===== config.mk =====
export PLATFORM = sky130hd
export DESIGN_NAME = twop_trace_port
export DESIGN_NICKNAME = d
export VERILOG_FILES = /design/src/twop_pkg.sv /design/src/twop_trig_sync.sv /design/src/twop_trace_port.sv
export SDC_FILE = /design/constraint.sdc
export NUM_CORES = 1
export LEC_CHECK = 0
export BUFFER_PORTS_ARGS = -buffer_cell sky130_fd_sc_hd__buf_4
export CORE_MARGIN = 5
export CORE_UTILIZATION = 40
export CTS_BUF_LIST = sky130_fd_sc_hd__clkbuf_8
export CTS_CLUSTER_DIAMETER = 80
export DETAILED_ROUTE_END_ITERATION = 10
export PLACE_DENSITY = 0.63
export SYNTH_ARGS = -nofsm -noshare
export SYNTH_HDL_FRONTEND = slang
export SYNTH_SLANG_ARGS = --single-unit

===== constraint.sdc =====
create_clock -name sys_clk -period 4.1 [get_ports sys_clk]
set_clock_uncertainty 0.15 [all_clocks]
set_input_delay 0.205 -clock sys_clk [delete_from_list [all_inputs] [get_ports sys_clk]]
set_output_delay 0.205 -clock sys_clk [all_outputs]
set_load 0.1 [all_outputs]

===== src/twop_pkg.sv =====
/*
 * Shared constants and carrier types for the trace word output port.
 * Assumes one core clock domain; imported by the trace port and the bench.
 */
package twop_pkg;

    // Trace word geometry.
    localparam int          TWOP_WORD_W    = 64;
    localparam int          TWOP_CNT_W     = 3;
    localparam int          TWOP_REM_W     = 7;
    localparam logic [6:0]  TWOP_REM_FULL  = 7'h40;
    localparam logic [6:0]  TWOP_REM_ZERO  = 7'h00;
    localparam logic [6:0]  TWOP_CHUNK_MIN = 7'h04;

    // Bit count encoding that marks a whole word per core cycle.
    localparam logic [2:0]  TWOP_BITS_FULL = 3'h4;

    // Trace cycle length in core cycles; the narrowest chunk takes longest.
    localparam int          TWOP_TCYC_W    = 5;
    localparam logic [4:0]  TWOP_TCYC_MAX  = 5'h10;
    localparam logic [4:0]  TWOP_TCYC_ONE  = 5'h01;
    localparam logic [4:0]  TWOP_TCYC_ZERO = 5'h00;

    // Trace word offered by the core's trace generator.
    typedef struct packed {
        logic                   valid;
        logic [TWOP_WORD_W-1:0] data;
    } twop_src_t;

    // Trigger requests raised by the core's own debug logic.
    typedef struct packed {
        logic probe;
        logic onchip;
    } twop_trig_t;

    // Probe strobe states, one-hot.
    typedef enum logic [1:0] {
        TWOP_STB_IDLE = 2'b01,
        TWOP_STB_HIGH = 2'b10
    } twop_stb_state_t;

endpackage


===== src/twop_trig_sync.sv =====
/*
 * Two-stage synchroniser with rising edge detector for one trigger pin.
 * Assumes the input is asynchronous to sys_clk and may change at any time.
 */
`timescale 1ns/10ps

module twop_trig_sync
(
    sys_clk,
    rst_b,
    async_in,
    edge_pulse
);
    input  wire logic sys_clk;
    input  wire logic rst_b;
    input  wire logic async_in;
    output logic      edge_pulse;

    logic meta_reg;
    logic sync_reg;
    logic last_reg;

    // The first stage feeds only the second; nothing else looks at it.
    always_ff @(posedge sys_clk or negedge rst_b)
    begin
        if (!rst_b)
        begin
            meta_reg <= 1'b0;
            sync_reg <= 1'b0;
        end
        else
        begin
            meta_reg <= async_in;
            sync_reg <= meta_reg;
        end
    end

    // Keep the previous settled sample for edge detection.
    always_ff @(posedge sys_clk or negedge rst_b)
    begin
        if (!rst_b)
            last_reg <= 1'b0;
        else
            last_reg <= sync_reg;
    end

    // One event per rising edge of the settled level.
    assign edge_pulse = sync_reg && !last_reg;
endmodule


===== src/twop_trace_port.sv =====
/*
 * Trace word output port: shifts trace words toward the probe interface
 * unit, flags whole words with a valid/hold handshake, and carries the
 * trigger inputs and strobes. Assumes the trace generator and the probe
 * interface unit run on sys_clk; the trigger pins are asynchronous.
 */
//
// Notes on behaviour
// - Valid is only ever high while the bit count shows the full-word code.
// - Valid rises in the first cycle a new word fills the whole bus.
// - Hold freezes data and valid until the cycle after hold is seen low.
// - Hold is looked at only before a new word in full-word mode.
// - In narrow modes the word on the bus shifts down by the chunk the bit count selects.
// - Both trigger inputs pass a two-stage synchroniser before use.
// - Probe trigger strobe stays high for exactly one trace cycle.
// - On-chip trigger strobe stays high for exactly one core cycle.
`timescale 1ns/10ps

module twop_trace_port
#(
    parameter int WORD_W = 64
)
(
    sys_clk,
    rst_b,
    src,
    src_ready,
    trace_bit_count,
    trace_hold_request,
    trace_word_bits,
    trace_word_valid,
    trig_req,
    probe_trigger_in,
    onchip_trigger_in,
    probe_trig_event,
    onchip_trig_event,
    probe_trigger_out,
    onchip_trigger_out
);
    import twop_pkg::*;

    input  wire logic                  sys_clk;
    input  wire twop_pkg::twop_src_t   src;
    input  wire logic                  rst_b;
    output logic                       src_ready;
    input  wire logic [2:0]            trace_bit_count;
    input  wire logic                  trace_hold_request;
    output logic [WORD_W-1:0]          trace_word_bits;
    output logic                       trace_word_valid;
    input  wire twop_pkg::twop_trig_t  trig_req;
    input  wire logic                  probe_trigger_in;
    input  wire logic                  onchip_trigger_in;
    output logic                       probe_trig_event;
    output logic                       onchip_trig_event;
    output logic                       probe_trigger_out;
    output logic                       onchip_trigger_out;

    // The shift counter and chunk sizes are built for the 64-bit word.
    if (WORD_W != TWOP_WORD_W)
    begin : g_bad_width
        $error("twop_trace_port supports only a 64-bit trace word.");
    end

    logic [WORD_W-1:0]      data_reg;
    logic                   valid_reg;
    logic [TWOP_REM_W-1:0]  rem_reg;
    logic [TWOP_REM_W-1:0]  chunk;
    logic [TWOP_TCYC_W-1:0] tcyc_len;
    logic                   full_mode;
    twop_stb_state_t        stb_reg;
    logic [TWOP_TCYC_W-1:0] stb_cnt_reg;
    logic                   chip_out_reg;

    // Bits handed to the probe unit per core cycle for each count code.
    function automatic logic [TWOP_REM_W-1:0] chunk_of(logic [2:0] code);
        logic [TWOP_REM_W-1:0] r;
        r = TWOP_REM_FULL;
        if (code < TWOP_BITS_FULL)
            r = TWOP_REM_W'(TWOP_CHUNK_MIN << code);
        return r;
    endfunction

    // Core cycles needed to move one word; this is one trace cycle.
    function automatic logic [TWOP_TCYC_W-1:0] tcyc_of(logic [2:0] code);
        logic [TWOP_TCYC_W-1:0] r;
        r = TWOP_TCYC_ONE;
        if (code < TWOP_BITS_FULL)
            r = TWOP_TCYC_W'(TWOP_TCYC_MAX >> code);
        return r;
    endfunction

    assign full_mode = (trace_bit_count == TWOP_BITS_FULL);
    assign chunk     = chunk_of(trace_bit_count);
    assign tcyc_len  = tcyc_of(trace_bit_count);

    // In full-word mode only hold stops the next word; hold is ignored in
    // narrow modes, where a word is taken once its last chunk goes out.
    assign src_ready = full_mode ? !trace_hold_request
                                 : (rem_reg <= chunk);

    // Trace data path: load a fresh word, shift down, or freeze under hold.
    always_ff @(posedge sys_clk or negedge rst_b)
    begin
        if (!rst_b)
        begin
            data_reg <= '0;
            rem_reg  <= TWOP_REM_ZERO;
        end
        else if (full_mode)
        begin
            if (!trace_hold_request && src.valid)
            begin
                data_reg <= src.data;
                rem_reg  <= TWOP_REM_ZERO;
            end
        end
        else if (src_ready && src.valid)
        begin
            data_reg <= src.data;
            rem_reg  <= TWOP_REM_FULL;
        end
        else
        begin
            data_reg <= data_reg >> chunk;
            if (src_ready)
                rem_reg <= TWOP_REM_ZERO;
            else
                rem_reg <= rem_reg - chunk;
        end
    end

    // Valid flag: rises with each new whole word, held static under hold.
    always_ff @(posedge sys_clk or negedge rst_b)
    begin
        if (!rst_b)
            valid_reg <= 1'b0;
        else if (!full_mode)
            valid_reg <= 1'b0;
        else if (!trace_hold_request)
            valid_reg <= src.valid;
    end

    // Gating by the live count keeps valid off the moment the mode changes.
    assign trace_word_valid = valid_reg && full_mode;
    assign trace_word_bits  = data_reg;

    // Trigger pins in: one synchroniser and edge detector each.
    twop_trig_sync u_probe_sync
    (
        .sys_clk    (sys_clk),
        .rst_b      (rst_b),
        .async_in   (probe_trigger_in),
        .edge_pulse (probe_trig_event)
    );

    twop_trig_sync u_onchip_sync
    (
        .sys_clk    (sys_clk),
        .rst_b      (rst_b),
        .async_in   (onchip_trigger_in),
        .edge_pulse (onchip_trig_event)
    );

    // Probe strobe: stretched over one trace cycle so a slow probe sees it.
    // Requests arriving while the strobe is high are merged into it.
    always_ff @(posedge sys_clk or negedge rst_b)
    begin
        if (!rst_b)
        begin
            stb_reg     <= TWOP_STB_IDLE;
            stb_cnt_reg <= TWOP_TCYC_ZERO;
        end
        else
        begin
            case (stb_reg)
                TWOP_STB_IDLE:
                begin
                    if (trig_req.probe)
                    begin
                        stb_reg     <= TWOP_STB_HIGH;
                        stb_cnt_reg <= tcyc_len - TWOP_TCYC_ONE;
                    end
                end
                TWOP_STB_HIGH:
                begin
                    if (stb_cnt_reg == TWOP_TCYC_ZERO)
                        stb_reg <= TWOP_STB_IDLE;
                    else
                        stb_cnt_reg <= stb_cnt_reg - TWOP_TCYC_ONE;
                end
                default:
                begin
                    stb_reg     <= TWOP_STB_IDLE;
                    stb_cnt_reg <= TWOP_TCYC_ZERO;
                end
            endcase
        end
    end

    assign probe_trigger_out = (stb_reg == TWOP_STB_HIGH);

    // On-chip strobe: one core cycle; a held request pulses every second cycle.
    always_ff @(posedge sys_clk or negedge rst_b)
    begin
        if (!rst_b)
            chip_out_reg <= 1'b0;
        else
            chip_out_reg <= trig_req.onchip && !chip_out_reg;
    end

    assign onchip_trigger_out = chip_out_reg;
endmodule


==> run_results.csv <==
group,metric,value,unit
cells_and_area,area_growth,37.9,%
routing,via_per_inst,5.79,
floorplan,die_area,15800,µm²
grt,grtUsageMet1,32.2,%
setup_path,path_class,"input port to output pin",
placement,dp_hpwl,12500,µm
yosys,yosys.cell_types.count,57,
routing,firstDrtPassIters,5,
grt,first_global_vias,5233,
setup_path,critPathArrivalTime,2.76,ns
cells_and_area,final_cells,906,
run_status,status,"completed",
cells_and_area,drive_gt1_share,30.1,%
clocking,cts.sinks,84,
power,ir_drop,0.436,mV
floorplan,dieWidth,126,µm
clocking,cts_made_buffers,9,
routing,drc_errors,0,
cells_and_area,regArea,2100,µm²
timing,maxSlewViolCount,0,
setup_path,rr_endpoint,"stb_cnt_reg[4]$_DFFE_PN0P_",
placement,placedInstanceArea,6530,µm²
floorplan,floorplan.initialDensity,40.6,%
setup_path,regToRegSetupSlack,1.46,ns
timing,finalCriticalPeriod,3.11,ns
power,p_leak,3.39,nW
clocking,cts_resized,0,
yosys,synth_top_family_by_area,"compound AO/OA/AOI/OAI gates",
timing,fmax,321,MHz
timing,hold_ws,0.0135,ns
timing,fin_crit_sh,75.9,%
cells_and_area,largest_reg_flops,64,
routing,drtAntennaViolNets,0,
setup_path,critPathCaptureType,"output pin",
cells_and_area,finalInstanceArea,7390,µm²
min_path,hold_class,"input port to flop",
placement,portBuffers,144,
yosys,avgSynthCellArea,10.0,µm²
timing,setup-violations-final,0,
setup_path,worstPathRequired,3.74,ns
min_path,holdCritStartpoint,"src[30]",
routing,wl,18100,µm
setup_path,r2r_start,"stb_reg[0]$_DFFE_PN1P_",
timing,rsz0062_at_grt,"no",
min_path,min_path_cells,3,
grt,grt-ovfl-total,0,
yosys,synth_async_sr_flop_share,100,%
placement,routabilityCongestion,0.986,
power,p_total,6.20,mW
cells_and_area,multi_input_area,2970,µm²
grt,busiest_layer,"met2",
yosys,synthSimpleGateAreaFrac,14.0,%
timing,tightest_slew,1.04,ns
routing,detailroute.via_count,5246,
placement,pre_cts_slack,0.992,ns
cells_and_area,final_nets,809,
cells_and_area,post-route-util,56.0,%
power,p_per_area,839,nW/µm²
yosys,synth_compound_area_share,20.2,%
yosys,ys_ff_latch,84,
floorplan,ios,145,
clocking,tritoncts,"done",
timing,tns,0,ns
setup_path,reg2reg_depth,9,
yosys,netlist_instances,534,
clocking,cts_root_buf,"clkbuf_8",
clocking,cts_setup_buffers,0,
grt,grt_max_degree,70,
clocking,htreeDepth,3,
yosys,synth_ff_type,"dfrtp_1",
clocking,clk_pin_slew,0.09,ns
yosys,synth_edf_count,0,
grt,globalRouteMet2Util,34.8,%
grt,grt_pass1_wl,29000,µm
yosys,synth.area.mux_share,18.4,%
floorplan,die_h,126,µm
grt,grt_use_met3,4.57,%
yosys,synth_xor_area_share,0.817,%
yosys,yosys_warnings,0,
setup_path,cp_max_fo,14,
yosys,syn_nets,618,
setup_path,crit_start,"trace_bit_count[2]",
timing,maxSlewHeadroom,30.8,%
yosys,syn_area,5360,µm²
routing,wl_per_cell,20.0,µm
placement,dp_cells,824,
routing,drt-initial-drc-count,474,
floorplan,rows,42,
min_path,hold_end,"trace_word_bits[30]$_DFFE_PN0P_",
cells_and_area,diodes,0,
clocking,clkLatencyLatePin,0.36,ns
cells_and_area,fill_cells,1177,
timing,setup_ws,0.989,ns
clocking,clockBufferDepth,2,
job,drv_cap,0,
setup_path,start_kind,"input port",
floorplan,core_area,13200,µm²
grt,antenna_found_initial,0,
timing,hold_viol,0,
grt,grt_util_all_layers,22.7,%
yosys,yosysSeqAreaShare,39.3,%
yosys,yosys.area_share.adder,2.10,%
## worst max-delay path by stage
stage	slack (ns)	to
2_1_floorplan	0.32	src_ready
6_report	0.99	src_ready
3_3_place_gp	1.09	src_ready
5_1_grt	0.85	src_ready
3_5_place_dp	0.99	trace_word_bits[32]$_DFFE_PN0P_
4_1_cts	0.99	src_ready
## critical path, stage by stage
cell and delay [ns]:
buf_4 0.18, nand2b_1 0.20, nor2_2 0.24, inv_1 0.17, ha_1 0.36, nor2_1 0.08, a211o_1 0.37, a21o_1 0.22
a31oi_1 0.39, a21oi_1 0.08, buf_4 0.25
## layout make-up
type,instances,area share (%)
multi-input cells,388,40.2
flip-flops and latches,84,28.5
well taps,176,2.98
clock inverters,7,0.932
inverters,22,1.12
repair buffers,220,24.6
clock buffers,9,1.68
## cell usage in the layout, fill, tap and decap left out, drive strengths merged, types with 3 or more instances in the layout
cell,netlist,final
clkinv,0,4
and2,3,3
mux4,27,27
a21o,6,6
nand2b,8,8
inv,22,23
o221a,7,7
dfrtp,83,83
ha,9,9
a21oi,33,33
a31oi,6,6
clkbuf,11,9
or3,7,7
a22oi,20,20
o2111ai,4,4
a221o,13,13
a211oi,4,4
a22o,3,3
xnor2,3,3
nor2,32,32
mux2i,33,33
nand2,67,67
nor2b,5,5
o211ai,12,12
nand3,21,21
dlygate4sd3,0,66
buf,29,154
mux2,4,4
nor4b,6,6
o21ai,31,31
## power by group
group | internal [mW] | leakage, nW | switching [mW] | total (mW)
Sequential | 1.13 | 1.07 | 0.494 | 1.63
Clock | 0.280 | 0.100 | 0.319 | 0.598
Combinational | 1.10 | 2.23 | 2.88 | 3.97
## Yosys cell counts (all sizes together), types with 8 or more instances
cell type	number	share of area (%)
mux2i	33	6.2
dfrtp	83	39
ha	9	2.1
a21oi	33	3.2
buf	29	3.0
a221o	13	2.4
a22oi	20	2.8
mux4	27	11
nand3	21	2.0
inv	22	1.5
nand2b	8	0.93
o211ai	12	1.7
nor2	32	2.3
nand2	67	4.8
clkbuf	11	0.77
o21ai	31	2.9
## repair_timing
action                     in CTS  in global routing
hold endpoints to repair      111                  0
setup endpoints to repair       0                  0
hold buffers                   66                  0
## routing by layer
layer	routed length [µm]	vias up
li1	-	2393
met1	8110	2595
met2	8180	226
met3	1330	32
met4	508	0
met5	0	-
## cell families after synthesis
logic type      Yosys count
fa+ha+maj                 9
mux                      64
buf+inv                  62
xor+xnor                  5
flops                    84
simple gates            159
compound gates          151
(Power assumes the default switching activity.)
